==> src/rtl/mpl_pkg.sv <==
// constants, types and the frame check for the manchester programming link controller
// assumes a 100 MHz controller clock and a sensor that answers on its single output pin
package mpl_pkg;

	////////////////////////////////////////////////////////////////////////////////
	// timing, all derived from the controller clock period
	localparam int unsigned CLK_PERIOD_NS    = 10;
	localparam int unsigned BIT_TIME_NS      = 39000;      // one bit, 39 us
	localparam logic [11:0] HALF_BIT_CYC     = 12'(BIT_TIME_NS / (2 * CLK_PERIOD_NS));
	localparam int unsigned LOW_HOLD_NS      = 1000;       // pin low before first edge
	localparam int unsigned LOW_HOLD_CYC     = (LOW_HOLD_NS + CLK_PERIOD_NS - 1) / CLK_PERIOD_NS;
	localparam int unsigned CMD_FIRST_NS     = 144000;     // first command after enable
	localparam int unsigned CMD_FIRST_CYC    = (CMD_FIRST_NS + CLK_PERIOD_NS - 1) / CLK_PERIOD_NS;
	localparam int unsigned NVM_WRITE_MAX_NS = 25000000;   // nonvolatile write delay, longest
	localparam int unsigned NVM_WAIT_CYC     = NVM_WRITE_MAX_NS / CLK_PERIOD_NS;
	localparam int unsigned RSP_WAIT_NS      = 8 * BIT_TIME_NS;
	localparam int unsigned RSP_WAIT_CYC     = RSP_WAIT_NS / CLK_PERIOD_NS;
	localparam int unsigned EXIT_GAP_NS      = BIT_TIME_NS;
	localparam int unsigned EXIT_GAP_CYC     = EXIT_GAP_NS / CLK_PERIOD_NS;
	localparam int unsigned RX_MASK_CYC      = (3 * HALF_BIT_CYC) / 2;   // ignore bit-boundary edges
	localparam int unsigned RX_LOST_CYC      = 3 * HALF_BIT_CYC;         // no mid-bit edge: lost

	////////////////////////////////////////////////////////////////////////////////
	// frame layout
	localparam int unsigned ADDR_W      = 6;
	localparam int unsigned DATA_W      = 32;
	localparam int unsigned PAYLOAD_W   = 26;
	localparam int unsigned ECC_W       = 2;
	localparam int unsigned ECC_LSB     = 26;
	localparam int unsigned CRC_W       = 3;
	localparam int unsigned CMD_FRAME_W = 44;   // sync, rw, address, data, crc
	localparam int unsigned ACK_FRAME_W = 37;   // sync, data, crc
	localparam int unsigned CRC_SPAN_W  = 39;   // rw, address, data
	localparam logic [1:0]  SYNC_VAL    = 2'h0;
	localparam logic        RW_WRITE    = 1'h0;
	localparam logic        RW_READ     = 1'h1;
	localparam logic [5:0]  UNLOCK_ADDR = 6'h36;
	localparam logic [2:0]  CRC_POLY    = 3'h3;
	localparam logic [2:0]  CRC_SEED    = 3'h0;

	////////////////////////////////////////////////////////////////////////////////
	// types
	typedef enum logic [1:0] {
		MPL_UNLOCK,
		MPL_WRITE_VOL,
		MPL_WRITE_NVM,
		MPL_READ
	} mpl_kind_type;

	typedef enum logic [1:0] {
		MPL_OK,
		MPL_CRC_BAD,
		MPL_NO_REPLY
	} mpl_stat_type;

	typedef struct packed {
		mpl_kind_type          kind;
		logic [ADDR_W-1:0]     addr;
		logic [DATA_W-1:0]     data;
	} mpl_cmd_type;

	typedef struct packed {
		mpl_stat_type          status;
		logic [ECC_W-1:0]      ecc;
		logic [PAYLOAD_W-1:0]  data;
	} mpl_rsp_type;

	////////////////////////////////////////////////////////////////////////////////
	// three-bit frame check over the first n bits of a left-aligned field
	function automatic logic [2:0] mpl_crc3(input logic [CRC_SPAN_W-1:0] bits, input int n);
		logic [2:0] c;
		logic       fb;
		c = CRC_SEED;
		for (int i = 0; i < CRC_SPAN_W; i++) begin
			if (i < n) begin
				fb = c[2] ^ bits[CRC_SPAN_W-1-i];
				c  = {c[1:0], 1'b0} ^ (fb ? CRC_POLY : 3'h0);
			end
		end
		return c;
	endfunction

endpackage

==> src/rtl/mpl_top.sv <==
// controller for the manchester programming link of a programmable sensor
// assumes the sensor output pin is wired through an external buffer from the three pin signals,
// PRG_EN_OUT steers the program-enable level, and all inputs are synchronous to MCLK
`timescale 1ns/10ps
module mpl_top #(
	parameter int unsigned CMD_FIRST_CYC = mpl_pkg::CMD_FIRST_CYC,
	parameter int unsigned NVM_WAIT_CYC  = mpl_pkg::NVM_WAIT_CYC,
	parameter int unsigned RSP_WAIT_CYC  = mpl_pkg::RSP_WAIT_CYC,
	parameter logic [11:0] HALF_CYC      = mpl_pkg::HALF_BIT_CYC
) (
	input  wire logic                 MCLK,
	input  wire logic                 RST_N,
	input  wire logic                 CMD_VALID,
	output logic                      CMD_READY,
	input  wire mpl_pkg::mpl_cmd_type CMD,
	input  wire logic                 PRG_HOLD,
	output logic                      RSP_VALID,
	input  wire logic                 RSP_READY,
	output mpl_pkg::mpl_rsp_type      RSP,
	output logic                      BUSY,
	output logic                      PRG_EN_OUT,
	input  wire logic                 SOUT_I,
	output logic                      SOUT_O,
	output logic                      SOUT_OE
);
	typedef enum logic [3:0] {
		S_OFF,
		S_ENTER,
		S_HELD,
		S_LOW,
		S_SEND,
		S_RX_HUNT,
		S_RX_BITS,
		S_NV_WAIT,
		S_PUSH,
		S_EXIT
	} mpl_state_type;

	localparam int unsigned FRM_W = mpl_pkg::CMD_FRAME_W;
	localparam int unsigned ACK_W = mpl_pkg::ACK_FRAME_W;

	mpl_state_type        state_r;
	mpl_state_type        state_nxt;
	logic [31:0]          cnt_r;
	mpl_pkg::mpl_kind_type kind_r;
	logic [FRM_W-1:0]     tx_sh_r;
	logic [5:0]           tx_left_r;
	logic [ACK_W-1:0]     rx_sh_r;
	logic [5:0]           rx_n_r;
	logic                 pin_prev_r;
	logic                 seen_high_r;
	mpl_pkg::mpl_rsp_type rsp_r;
	mpl_pkg::mpl_rsp_type rsp_nxt;
	logic                 prg_en_r;
	logic                 pin_o_r;
	logic                 pin_oe_r;
	logic                 accept;
	logic                 tx_start;
	logic                 tx_line;
	logic                 tx_done;
	logic                 rise;
	logic                 fall;
	logic                 rx_edge_ok;
	logic                 rx_last;
	logic                 fifo_ready;
	logic [mpl_pkg::ADDR_W-1:0]    addr_sel;
	logic [mpl_pkg::CRC_SPAN_W-1:0] crc_span;

	////////////////////////////////////////////////////////////////////////////////
	// user side handshakes and line edges
	assign CMD_READY  = (state_r == S_OFF) || (state_r == S_HELD);
	assign accept     = CMD_VALID & CMD_READY;
	assign BUSY       = ~CMD_READY;
	assign PRG_EN_OUT = prg_en_r;
	assign SOUT_O     = pin_o_r;
	assign SOUT_OE    = pin_oe_r;
	assign rise       = ~pin_prev_r & SOUT_I;
	assign fall       = pin_prev_r & ~SOUT_I;
	assign rx_edge_ok = (cnt_r >= (3 * HALF_CYC) / 2) & (rise | fall);
	assign rx_last    = (rx_n_r == 6'(ACK_W - 1));

	// unlock address forced
	// unlock commands always target the access-code register
	assign addr_sel = (CMD.kind == mpl_pkg::MPL_UNLOCK) ? mpl_pkg::UNLOCK_ADDR : CMD.addr;
	assign crc_span = {((CMD.kind == mpl_pkg::MPL_READ) ? mpl_pkg::RW_READ : mpl_pkg::RW_WRITE),
		addr_sel, CMD.data};

	////////////////////////////////////////////////////////////////////////////////
	// sequencing of one programming transaction
	always_comb begin
		state_nxt = state_r;
		case (state_r)
			S_OFF: begin
				if (accept) begin
					state_nxt = S_ENTER;
				end
			end
			S_ENTER: begin
				if (cnt_r == CMD_FIRST_CYC - 1) begin
					state_nxt = S_LOW;
				end
			end
			S_HELD: begin
				if (accept) begin
					state_nxt = S_LOW;
				end else if (!PRG_HOLD) begin
					state_nxt = S_EXIT;
				end
			end
			S_LOW: begin
				if (cnt_r == mpl_pkg::LOW_HOLD_CYC - 1) begin
					state_nxt = S_SEND;
				end
			end
			S_SEND: begin
				if (tx_done && tx_left_r == 6'h00) begin
					case (kind_r)
						mpl_pkg::MPL_READ:      state_nxt = S_RX_HUNT;
						mpl_pkg::MPL_WRITE_NVM: state_nxt = S_NV_WAIT;
						default:                state_nxt = S_PUSH;
					endcase
				end
			end
			S_RX_HUNT: begin
				if (rise || cnt_r == RSP_WAIT_CYC - 1) begin
					state_nxt = rise ? S_RX_BITS : S_PUSH;
				end
			end
			S_RX_BITS: begin
				if ((rx_edge_ok && rx_last) || cnt_r == 3 * HALF_CYC - 1) begin
					state_nxt = S_PUSH;
				end
			end
			S_NV_WAIT: begin
				if ((fall && seen_high_r) || cnt_r == NVM_WAIT_CYC - 1) begin
					state_nxt = S_PUSH;
				end
			end
			S_PUSH: begin
				if (fifo_ready) begin
					state_nxt = PRG_HOLD ? S_HELD : S_EXIT;
				end
			end
			S_EXIT: begin
				if (cnt_r == mpl_pkg::EXIT_GAP_CYC - 1) begin
					state_nxt = S_OFF;
				end
			end
			default: begin
				state_nxt = S_OFF;
			end
		endcase
	end

	// state register
	always_ff @(posedge MCLK or negedge RST_N) begin
		if (!RST_N) begin
			state_r <= S_OFF;
		end else begin
			state_r <= state_nxt;
		end
	end

	// cycle counter, restarted on each state change and each received bit
	always_ff @(posedge MCLK or negedge RST_N) begin
		if (!RST_N) begin
			cnt_r <= 32'h00000000;
		end else if (state_nxt != state_r || (state_r == S_RX_BITS && rx_edge_ok)) begin
			cnt_r <= 32'h00000000;
		end else begin
			cnt_r <= cnt_r + 32'h00000001;
		end
	end

	////////////////////////////////////////////////////////////////////////////////
	// command frame shifter
	assign tx_start = (state_r == S_LOW && state_nxt == S_SEND)
		|| (state_r == S_SEND && tx_done && tx_left_r != 6'h00);

	always_ff @(posedge MCLK or negedge RST_N) begin
		if (!RST_N) begin
			tx_sh_r   <= '0;
			tx_left_r <= 6'h00;
			kind_r    <= mpl_pkg::MPL_UNLOCK;
		end else if (accept) begin
			tx_sh_r   <= {mpl_pkg::SYNC_VAL, crc_span,
				mpl_pkg::mpl_crc3(crc_span, mpl_pkg::CRC_SPAN_W)};
			tx_left_r <= 6'(FRM_W);
			kind_r    <= CMD.kind;
		end else if (tx_start) begin
			tx_sh_r   <= {tx_sh_r[FRM_W-2:0], 1'b0};
			tx_left_r <= tx_left_r - 6'h01;
		end
	end

	mpl_tx_bit #(.HALF_CYC (HALF_CYC)) u_tx_bit (
		.clk     (MCLK),
		.rst_n   (RST_N),
		.start   (tx_start),
		.bit_val (tx_sh_r[FRM_W-1]),
		.line    (tx_line),
		.done    (tx_done)
	);

	////////////////////////////////////////////////////////////////////////////////
	// reply receiver: each mid-bit edge gives one bit, the level before it
	always_ff @(posedge MCLK or negedge RST_N) begin
		if (!RST_N) begin
			pin_prev_r <= 1'b0;
		end else begin
			pin_prev_r <= SOUT_I;
		end
	end

	// edge direction decode
	// the first rising edge is the mid-bit of the leading sync zero
	always_ff @(posedge MCLK or negedge RST_N) begin
		if (!RST_N) begin
			rx_sh_r <= '0;
			rx_n_r  <= 6'h00;
		end else if (state_r == S_RX_HUNT) begin
			rx_sh_r <= '0;
			rx_n_r  <= rise ? 6'h01 : 6'h00;
		end else if (state_r == S_RX_BITS && rx_edge_ok) begin
			rx_sh_r <= {rx_sh_r[ACK_W-2:0], pin_prev_r};
			rx_n_r  <= rx_n_r + 6'h01;
		end
	end

	// completion needs a high level first
	always_ff @(posedge MCLK or negedge RST_N) begin
		if (!RST_N) begin
			seen_high_r <= 1'b0;
		end else if (state_r != S_NV_WAIT) begin
			seen_high_r <= 1'b0;
		end else if (SOUT_I) begin
			seen_high_r <= 1'b1;
		end
	end

	////////////////////////////////////////////////////////////////////////////////
	// answer built for the user, one per command
	always_comb begin
		rsp_nxt        = rsp_r;
		rsp_nxt.status = mpl_pkg::MPL_OK;
		if (state_r == S_LOW) begin
			rsp_nxt = '0;
		end else if (state_r == S_RX_HUNT) begin
			rsp_nxt.status = mpl_pkg::MPL_NO_REPLY;
		end else if (state_r == S_RX_BITS) begin
			rsp_nxt.ecc  = rx_sh_r[mpl_pkg::ECC_LSB+mpl_pkg::CRC_W-2 -: mpl_pkg::ECC_W];
			rsp_nxt.data = {rx_sh_r[mpl_pkg::PAYLOAD_W-2:0], pin_prev_r};
			rsp_nxt.status = mpl_pkg::MPL_NO_REPLY;
			if (rx_edge_ok && rx_last) begin
				if ({rx_sh_r[ACK_W-2:ACK_W-3]} != mpl_pkg::SYNC_VAL
					|| mpl_pkg::mpl_crc3({rx_sh_r[ACK_W-4:mpl_pkg::CRC_W-1], 7'h00},
						mpl_pkg::DATA_W) != {rx_sh_r[1:0], pin_prev_r}) begin
					rsp_nxt.status = mpl_pkg::MPL_CRC_BAD;
				end else begin
					rsp_nxt.status = mpl_pkg::MPL_OK;
					rsp_nxt.ecc    = rx_sh_r[mpl_pkg::ECC_LSB+mpl_pkg::CRC_W-1 +: mpl_pkg::ECC_W];
					rsp_nxt.data   = rx_sh_r[mpl_pkg::PAYLOAD_W+mpl_pkg::CRC_W-2:mpl_pkg::CRC_W-1];
				end
			end
		end else if (state_r == S_NV_WAIT) begin
			rsp_nxt.status = (fall && seen_high_r) ? mpl_pkg::MPL_OK : mpl_pkg::MPL_NO_REPLY;
		end
	end

	// answer register, frozen while waiting to enter the buffer
	always_ff @(posedge MCLK or negedge RST_N) begin
		if (!RST_N) begin
			rsp_r <= '0;
		end else if (state_r != S_PUSH && state_nxt != state_r) begin
			rsp_r <= rsp_nxt;
		end
	end

	// unlocks and volatile writes answered locally
	// two-entry buffer; a full buffer holds the controller in S_PUSH
	mpl_fifo #(
		.W     ($bits(mpl_pkg::mpl_rsp_type)),
		.DEPTH (2)
	) u_rsp_fifo (
		.clk       (MCLK),
		.rst_n     (RST_N),
		.in_valid  (state_r == S_PUSH),
		.in_ready  (fifo_ready),
		.in_data   (rsp_r),
		.out_valid (RSP_VALID),
		.out_ready (RSP_READY),
		.out_data  (RSP)
	);

	////////////////////////////////////////////////////////////////////////////////
	// pin and enable drivers, registered
	// program enable raised
	// controller owns the pin while enabled, except from the end of sending a read or nonvolatile write until S_HELD
	always_ff @(posedge MCLK or negedge RST_N) begin
		if (!RST_N) begin
			prg_en_r <= 1'b0;
			pin_oe_r <= 1'b0;
			pin_o_r  <= 1'b0;
		end else begin
			prg_en_r <= (state_nxt != S_OFF) && (state_nxt != S_EXIT);
			pin_oe_r <= (state_nxt == S_ENTER) || (state_nxt == S_HELD) || (state_nxt == S_LOW)
				|| (state_nxt == S_SEND) || (state_nxt == S_PUSH && kind_r != mpl_pkg::MPL_READ
				&& kind_r != mpl_pkg::MPL_WRITE_NVM);
			pin_o_r  <= (state_r == S_SEND) ? tx_line : 1'b0;
		end
	end
endmodule

==> src/rtl/mpl_tx_bit.sv <==
// manchester encoder for one bit: low-high for zero, high-low for one
// assumes start is pulsed only while idle or in the cycle that done is high
`timescale 1ns/10ps
module mpl_tx_bit #(
	parameter logic [11:0] HALF_CYC = mpl_pkg::HALF_BIT_CYC
) (
	input  wire logic clk,
	input  wire logic rst_n,
	input  wire logic start,
	input  wire logic bit_val,
	output logic      line,
	output logic      done
);
	logic        busy_r;
	logic        half_r;
	logic        bit_r;
	logic [11:0] cnt_r;
	logic        last;

	assign last = (cnt_r == HALF_CYC - 12'h001);
	assign done = busy_r & half_r & last;

	always_ff @(posedge clk or negedge rst_n) begin
		if (!rst_n) begin
			busy_r <= 1'b0;
			half_r <= 1'b0;
			cnt_r  <= 12'h000;
			bit_r  <= 1'b0;
		end else if (start) begin
			busy_r <= 1'b1;
			half_r <= 1'b0;
			cnt_r  <= 12'h000;
			bit_r  <= bit_val;
		end else if (busy_r) begin
			cnt_r <= last ? 12'h000 : cnt_r + 12'h001;
			if (last) begin
				half_r <= ~half_r;
				busy_r <= ~half_r;
			end
		end
	end

	// mid-bit edge sense
	// first half carries the bit, second its inverse
	always_ff @(posedge clk or negedge rst_n) begin
		if (!rst_n) begin
			line <= 1'b0;
		end else if (start) begin
			line <= bit_val;
		end else if (busy_r && last && !half_r) begin
			line <= ~bit_r;
		end
	end
endmodule

==> src/rtl/mpl_fifo.sv <==
// small first-in first-out buffer held in flip-flops
// assumes the reader may stall; in_ready falls when every entry is used
`timescale 1ns/10ps
module mpl_fifo #(
	parameter int unsigned W     = 30,
	parameter int unsigned DEPTH = 2
) (
	input  wire logic         clk,
	input  wire logic         rst_n,
	input  wire logic         in_valid,
	output logic              in_ready,
	input  wire logic [W-1:0] in_data,
	output logic              out_valid,
	input  wire logic         out_ready,
	output logic [W-1:0]      out_data
);
	localparam int unsigned PW = (DEPTH > 1) ? $clog2(DEPTH) : 1;

	logic [W-1:0]  mem_r [DEPTH];
	logic [PW-1:0] wr_r;
	logic [PW-1:0] rd_r;
	logic [PW:0]   cnt_r;
	logic          push;
	logic          pop;

	assign in_ready  = (cnt_r != (PW+1)'(DEPTH));
	assign out_valid = (cnt_r != '0);
	assign out_data  = mem_r[rd_r];
	assign push      = in_valid & in_ready;
	assign pop       = out_valid & out_ready;

	// storage
	always_ff @(posedge clk or negedge rst_n) begin
		if (!rst_n) begin
			for (int i = 0; i < DEPTH; i++) begin
				mem_r[i] <= '0;
			end
		end else if (push) begin
			mem_r[wr_r] <= in_data;
		end
	end

	// pointers and fill level
	always_ff @(posedge clk or negedge rst_n) begin
		if (!rst_n) begin
			wr_r  <= '0;
			rd_r  <= '0;
			cnt_r <= '0;
		end else begin
			if (push) begin
				wr_r <= (wr_r == PW'(DEPTH - 1)) ? '0 : wr_r + PW'(1);
			end
			if (pop) begin
				rd_r <= (rd_r == PW'(DEPTH - 1)) ? '0 : rd_r + PW'(1);
			end
			cnt_r <= cnt_r + (PW+1)'(push) - (PW+1)'(pop);
		end
	end
endmodule

==> config.mk <==
export PLATFORM = sky130hd
export DESIGN_NAME = mpl_top
export DESIGN_NICKNAME = d
export VERILOG_FILES = /design/src/rtl/mpl_pkg.sv /design/src/rtl/mpl_top.sv /design/src/rtl/mpl_tx_bit.sv /design/src/rtl/mpl_fifo.sv
export SDC_FILE = /design/constraint.sdc
export NUM_CORES = 1
export LEC_CHECK = 0
export ABC_AREA = 1
export ABC_CLOCK_PERIOD_IN_PS = 10400
export BUFFER_PORTS_ARGS = -buffer_cell sky130_fd_sc_hd__buf_4
export CAP_MARGIN = 25
export CORE_ASPECT_RATIO = 0.5
export CORE_MARGIN = 2
export CORE_UTILIZATION = 30
export CTS_BUF_LIST = sky130_fd_sc_hd__clkbuf_4 sky130_fd_sc_hd__clkbuf_8
export DETAILED_ROUTE_END_ITERATION = 10
export MAX_ROUTING_LAYER = met4
export PLACE_DENSITY = 0.56
export SLEW_MARGIN = 20
export SYNTH_ARGS = -nofsm -noshare
export SYNTH_HDL_FRONTEND = slang
export SYNTH_SLANG_ARGS = --single-unit
==> constraint.sdc <==
create_clock -name MCLK -period 10.4 [get_ports MCLK]
set_input_delay 0.52 -clock MCLK [delete_from_list [all_inputs] [get_ports MCLK]]
set_output_delay 0.52 -clock MCLK [all_outputs]
set_load 0.02 [all_outputs]
### Yosys cells after proc, flatten, opt, wreduce, memory -nomap -nowiden

Index checks and enable logic that the tools add are counted.

| storage, ports and cells | value |
|---|---|
| bits in registers | 245 |
| output and inout bits | 36 |
| logic and storage cells | 563 |

| cells by class | value |
|---|---|
| add/sub/neg operators | 8 |
| magnitude comparators | 4 |
| eq/ne operators | 34 |
| muxes and demuxes | 296 |
| bitwise gates (word level) | 154 |
| reductions and logical operators | 42 |

Operators with widths:

| cell | count |
|---|---|
| two-way mux 3 bit | 166 |
| bitwise XOR 3 x 2 -> 3 bit | 69 |
| two-way mux 30 bit | 6 |
| two-way mux 2 bit | 75 |
| two-way mux 44 bit | 2 |
| two-way mux 28 bit | 3 |
| two-way mux 36 bit | 2 |
| bitwise XOR 1 bit | 69 |
| bitwise mux 60 bit | 1 |
| two-way mux 4 bit | 13 |
| case mux 4 bit (10 select lines) | 1 |
| two-way mux 12 bit | 3 |
| adder 32 x 1 -> 32 bit, second input constant | 1 |
| == test 32 x 12 -> 1 bit, second input constant | 1 |
| == test 32 x 13 -> 1 bit, second input constant | 1 |
| == test 32 x 14 -> 1 bit, second input constant | 1 |
| == test 32 x 15 -> 1 bit, second input constant | 1 |
| == test 32 x 22 -> 1 bit, second input constant | 1 |
| == test 32 x 7 -> 1 bit, second input constant | 1 |
| >= comparator 32 x 12 -> 1 bit, second input constant | 1 |
| two-way mux 32 bit | 1 |
| demux 30 bit (select 1 bit) | 1 |
| two-way mux 6 bit | 5 |
| == test 4 x 3 -> 1 bit, second input constant | 5 |
| other kinds (37) | 108 |

### Logic depth before layout (Yosys ltp)

| logic depth | value |
|---|---|
| word-level depth | 233 |
| gate-level depth with buffers | 45 |

### Modules after synthesis

Synthesis repeated with hierarchy kept, for this count alone.

| unflattened totals | value |
|---|---|
| cell total of the unflattened synthesis | 1928 |
| area, all modules | 14440.1 um^2 |

By module, submodules not included:

| module | times used | cells each | area each (um^2) | seq. area each (um^2) |
|---|---|---|---|---|
| mpl_top | 1 | 1418 | 10192.3 | 4129.0 |
| mpl_fifo | 1 | 393 | 3330.7 | 1601.5 |
| mpl_tx_bit | 1 | 117 | 917.1 | 400.4 |

### Least setup slack after synthesis

No wires, ideal clock.

| path | value |
|---|---|
| path kind | input-to-reg |
| start point | input port CMD[38] (netlist name) |
| end point | register tx_sh_r[1] |
| setup time | 0.116 ns |
| arrival time | 3.518 ns |
| required time | 10.284 ns |
| setup slack | 6.765 ns |
| stages | 36 |
| path buffers | 0 |
| path through | nand2_2 > or2_1 > nand2_1 > nand2_2 > nand2_4 > nand3_1 > nand2_2 > nand2_1 > nand3_1 > nand3_1 > nand2_2 > inv_1 > nand2_1 > nand2_2 > nand2_1 > nand3_1 > nand3_1 > nand2_2 > inv_1 > nand2_1 > nand3_1 > nand2_2 > nand2_1 > nand3_1 > nand2_1 > nand3_1 > nand3_1 > nand2_2 > nand2_1 > nand2_1 > inv_1 > nand3_1 > nand2_1 > nand2_1 > nand2_1 > nand2_1 |

| between the ends | value |
|---|---|
| longest elaborated chain between the ends | 118 |
| elaborated cells between the ends (all ways) | 158 |
| those cells by class | eq/ne (1); mux (80); bitwise (76); reduce/logical (1) |

RTL lines:

| item | RTL line | RTL |
|---|---|---|
| from (decl) | mpl_top.sv:15 | `input wire mpl_pkg::mpl_cmd_type CMD,` |
| == test 2 bit | mpl_top.sv:85 | `assign crc_span = {((CMD.kind == mpl_pkg::MPL_READ) ? mpl_pkg::RW_READ : mpl_pkg::RW_WRITE),` |
| two-way mux 1 bit | mpl_top.sv:85 |  |
| two-way mux 2 bit | mpl_pkg.sv:77 | `c = {c[1:0], 1'b0} ^ (fb ? CRC_POLY : 3'h0);` |
| two-way mux 3 bit | mpl_top.sv:185 | `end else if (accept) begin` |
| bitwise XOR 3 x 2 -> 3 bit | mpl_pkg.sv:77 |  |
| two-way mux 3 bit | mpl_top.sv:185 |  |
| bitwise XOR 1 bit | mpl_pkg.sv:76 | `fb = c[2] ^ bits[CRC_SPAN_W-1-i];` |
| two-way mux 2 bit | mpl_pkg.sv:77 |  |
| [102 not listed] | n/a |  |
| bitwise XOR 3 x 2 -> 3 bit * | mpl_pkg.sv:77 |  |
| two-way mux 3 bit * | mpl_top.sv:185 |  |
| bitwise XOR 3 x 2 -> 3 bit * | mpl_pkg.sv:77 |  |
| two-way mux 3 bit * | mpl_top.sv:185 |  |
| bitwise XOR 1 bit | mpl_pkg.sv:76 |  |
| two-way mux 2 bit | mpl_pkg.sv:77 |  |
| bitwise XOR 3 x 2 -> 3 bit * | mpl_pkg.sv:77 |  |
| two-way mux 44 bit * | mpl_top.sv:185 |  |
| to (signal assigned) | mpl_top.sv:186 | `tx_sh_r <= {mpl_pkg::SYNC_VAL, crc_span,` |
| to (signal assigned) | mpl_top.sv:191 | `tx_sh_r <= {tx_sh_r[FRM_W-2:0], 1'b0};` |
| to (decl) | mpl_top.sv:46 | `logic [FRM_W-1:0] tx_sh_r;` |

Every way passes the cells marked *; elsewhere a longest branch is shown, timed or not. The select of a mux whose other input is x is not followed.
A chain may end at the register's enable or synchronous reset.

### Worst setup path after layout

| path | value |
|---|---|
| start point | register state_r[0] |
| end point | register cnt_r[9] |

| between the ends | value |
|---|---|
| longest elaborated chain between the ends | 8 |
| elaborated cells between the ends (all ways) | 28 |
| those cells by class | eq/ne (10); mux (13); bitwise (1); reduce/logical (4) |

RTL lines:

| item | RTL line | RTL |
|---|---|---|
| from (decl) | mpl_top.sv:42 | `mpl_state_type state_r;` |
| from (signal assigned) | mpl_top.sv:160 | `state_r <= state_nxt;` |
| == test 4 x 2 -> 1 bit or logical NOT 4 bit (tied branches) | mpl_top.sv:71, mpl_top.sv:92 |  |
| logical OR 1 bit | mpl_top.sv:71 | `assign CMD_READY = (state_r == S_OFF) \|\| (state_r == S_HELD);` |
| bitwise AND 1 bit | mpl_top.sv:72 | `assign accept = CMD_VALID & CMD_READY;` |
| two-way mux 4 bit (on tied branches) | mpl_top.sv:104, mpl_top.sv:94 |  |
| case mux 4 bit (10 select lines) * | mpl_top.sv:92 | `case (state_r)` |
| net state_nxt[1] | mpl_top.sv:43 | `mpl_state_type state_nxt;` |
| inequality test 4 bit * | mpl_top.sv:168 | `end else if (state_nxt != state_r \|\| (state_r == S_RX_BITS && rx_edge_ok)) begin` |
| logical OR 1 bit * | mpl_top.sv:168 |  |
| two-way mux 32 bit * | mpl_top.sv:168 |  |
| to (signal assigned) | mpl_top.sv:171 | `cnt_r <= cnt_r + 32'h00000001;` |
| to (decl) | mpl_top.sv:44 | `logic [31:0] cnt_r;` |

Mark *: on every way through the listed nets, which the timed path passes. The rest lies on a longest branch.

==> key figures <==
Setup path
  – WP depth: 14
  – Crit path capture type: flip-flop
  – Reg2Reg Depth: 14
  – CP Max Fanout: 37
  – Worst EP required: 10.80 ns
  – Slowest CP cell: or2_2
  – FF-to-FF setup slack: 6.08 ns
  – Cell family with most CP delay: simple AND/OR/NAND/NOR gates
  – Buf/Inv on CP: 4
  – CP startpoint kind: flip-flop
  – CP Class: flip-flop to flip-flop
  – CP arrival: 4.71 ns
  – R2r startpoint: state_r[0]$_DFF_PN0_
  – Worst R2R End: cnt_r[9]$_DFF_PN0_
  – Slowest stage delay, CP: 0.55 ns
  – Crit path cell chain: inv_1 > nor2_1 > inv_1 > nor2_1 > inv_2 > nor2_1 > inv_1 > nand3_1 > a311oi_1 > o311ai_0 > xor2_1 > a2111o_1 > or2_2 > a2111oi_0

Global route
  – Vias in the first global route: 11055
  – Initial antenna violation count: 1
  – Largest net degree at the start of global routing: 114
  – GRT Residual Overflow: 0
  – Global-route usage over all layers: 14.4%
  – First-pass GRT wire length: 55300 microns

Cells and area
  – Most common cell after layout, fill and taps aside: nand2_1
  – Layout Nets: 1920
  – Commonest cells after routing, fill and taps aside: nand2_1, dfrtp_1, inv_1, nand3_1, nor2_1
  – Area grow syn2layout: 15.8%
  – Layout cells sized above 1: 11.7%

Clock tree
  – Post-CTS Repair Setup Buffers: 0
  – Clk slew on worst S/H paths: 0.06 ns
  – CTS sink count: 245
  – Post_cts resized: 0
  – CTS Hold Bufs: 0
  – Worst skew pair latency: 0.56 ns
  – CTS max path bufs: 3
  – CTS tree: yes
  – Total CTS buffers: 41
  – Root Driver: clkbuf_8
  – Htree depth: 2

STA
  – Final hold slack: 0.0124 ns
  – Setup TNS: 0 ns
  – Final hold vios: 0
  – Slew @ Worst Pin: 0.900 ns
  – Setup violations, final: 0
  – Max-Slew Margin vs Limit: 40.0%
  – Max Fclk: 232 MHz
  – Minimum clock period: 4.32 ns
  – Unrepaired setup endpoints after global routing: false
  – Final period utilization: 41.5%
  – Clock skew: 0.0225 ns
  – Max-slew violation count: 0
  – Final Worst Setup Slack: 6.08 ns

Detailed routing
  – Via Count: 11453
  – Vias per inst: 4.60
  – Antenna viol nets, final: 0
  – DR DRC count: 0
  – 1st-iter DRT viols: 714
  – Final WL: 32500 microns
  – Routed len/inst: 13.0 microns
  – DR pass1 iterations: 6

Die
  – # IOs: 82
  – Row cnt: 55
  – Die Wd: 305 microns
  – Die area: 47200 sq um
  – Chip height: 155 microns
  – Initial core utilization: 30.2%
  – Core area: 45000 sq um

Pwr
  – Clock power frac: 37.3%
  – Switching share of power: 31.5%
  – Sequential share of power: 40.6%
  – Switch Pwr: 0.849 mW
  – Static Leak: 7.78 nW
  – Peak supply drop: 0.0641 mV
  – Cell Pwr Density: 171 nW/um^2
  – Power Total: 2.70 mW
  – Comb pwr share: 22.1%
  – Internal power: 1.85 mW

Logic synthesis
  – Async S/R FF share, synth: 100%
  – Mux cell area share after synthesis: 0%
  – Register area share after synthesis: 45.1%
  – Largest family of logic cells by synthesized area: simple AND/OR/NAND/NOR gates
  – Register bit count reported by yosys: 245
  – Syn Inst Count: 1789
  – Post-synthesis simple-gate area fraction: 29.1%
  – Top_reg_cell synth: dfrtp_1
  – Synth Warn #: 0
  – Post-Synthesis Cell Area: 13600 sq um
  – Syn_nets: 1847
  – Post-synth EDFFs: 0
  – Syn Area/Cell: 7.60 sq um
  – Synthesized-area fraction occupied by adder cells: 1.10%
  – XOR/XNOR Fraction of Synth Area: 5.32%
  – Netlist cell types: 55
  – Post-synthesis compound-gate area fraction: 11.3%

Run status
  – Status: completed

Min path
  – Worst hold-check path type: primary input to async pin

Placed design
  – # port buffers: 81
  – GPL Wtd Cong: 0.873
  – Setup slack at placement: 6.06 ns
  – Post-DP HPWL: 22300 microns

Flow run
  – Max-cap violations: 0
## power groups by stage
stage                     Sequential (mW)  Combinational, mW  Clock, mW
after CTS                            1.10              0.603       1.04
final                                1.10              0.595       1.01
after detailed placement             1.11              0.603          0
after floorplan                      1.10              0.457          0
after global routing                 1.11              0.693       1.09
after global placement               1.11              0.594          0
## synth_stat cells (3+ instances only)
cell type,count,area (sq um)
nand2_1,535,2010
dfrtp_1,245,6130
inv_1,208,781
nand3_1,149,746
nor2_1,129,484
o21ai_0,123,616
xor2_1,47,412
clkbuf_1,43,161
nor3_1,40,200
a31oi_1,39,244
a21oi_1,32,160
xnor2_1,22,193
o211ai_2,19,238
nand2_2,17,106
nand4_1,15,93.8
ha_1,12,150
nor4_1,12,75.1
buf_1,10,37.5
nor3b_1,10,75.1
o211ai_1,9,67.6
or2_1,7,43.8
buf_6,6,67.6
nand3b_1,5,37.5
o21a_1,5,37.5
o21ai_1,4,20.0
buf_2,3,15.0
inv_2,3,11.3
o21bai_1,3,22.5
o22ai_1,3,18.8
o31ai_1,3,22.5
## worst max-delay path by stage
stage	from	endpoint
after floorplan	CMD[38]	tx_sh_r[1]$_DFFE_PN0P_
after global placement	state_r[0]$_DFF_PN0_	cnt_r[9]$_DFF_PN0_
after detailed placement	CMD[39]	tx_sh_r[1]$_DFFE_PN0P_
after CTS	state_r[0]$_DFF_PN0_	cnt_r[9]$_DFF_PN0_
after global routing	u_tx_bit.cnt_r[7]$_DFFE_PN0P_	cnt_r[9]$_DFF_PN0_
final	state_r[0]$_DFF_PN0_	cnt_r[9]$_DFF_PN0_
## area by class of cell
| class | count | area (sq um) |
|---|---|---|
| clock inverter | 9 | 153 |
| timing repair buffer | 94 | 742 |
| sequential | 245 | 6130 |
| clock buffer | 64 | 806 |
| fill | 4808 | 29200 |
| multi-input combinational | 1268 | 6380 |
| inverter | 212 | 796 |
| tap | 598 | 748 |
| antenna | 1 | 2.50 |
## cells by family after synthesis
group,count (synthesis)
compound gates,251
xor+xnor,75
fa+ha+maj,12
buf+inv,276
flops,245
simple gates,930
## flip-flops by register name, summed over array words and instances (netlist names), 2 cells and up
register and flops:
kind_r 2, rx_sh_r 36, tx_left_r 6, state_r 4
tx_sh_r 44, cnt_r 32, u_rsp_fifo.mem_r 60, u_tx_bit.cnt_r 12
u_rsp_fifo.cnt_r 2, rx_n_r 6, rsp_r 30
## metal layers
metal	share of wire (%)	vias to the layer above	wire length, microns	GRT usage, %
met2	43	154	14100	22.2
met3	4.2	50	1360	2.66
met4	1.8	0	590	3.59
li1	-	5937	-	-
met5	0	-	0	-
met1	51	5312	16400	19.6
## per-stage QoR
step,area [sq um],util [%],std cells
floorplan,13600,-,1789
detailed placement,14800,32.8,2416
CTS,15700,35.0,2489
finish,15800,35.0,2491
global route,15800,35.0,2491
global placement,14800,32.8,2415
Note: power is estimated with default switching activity, not from simulation.
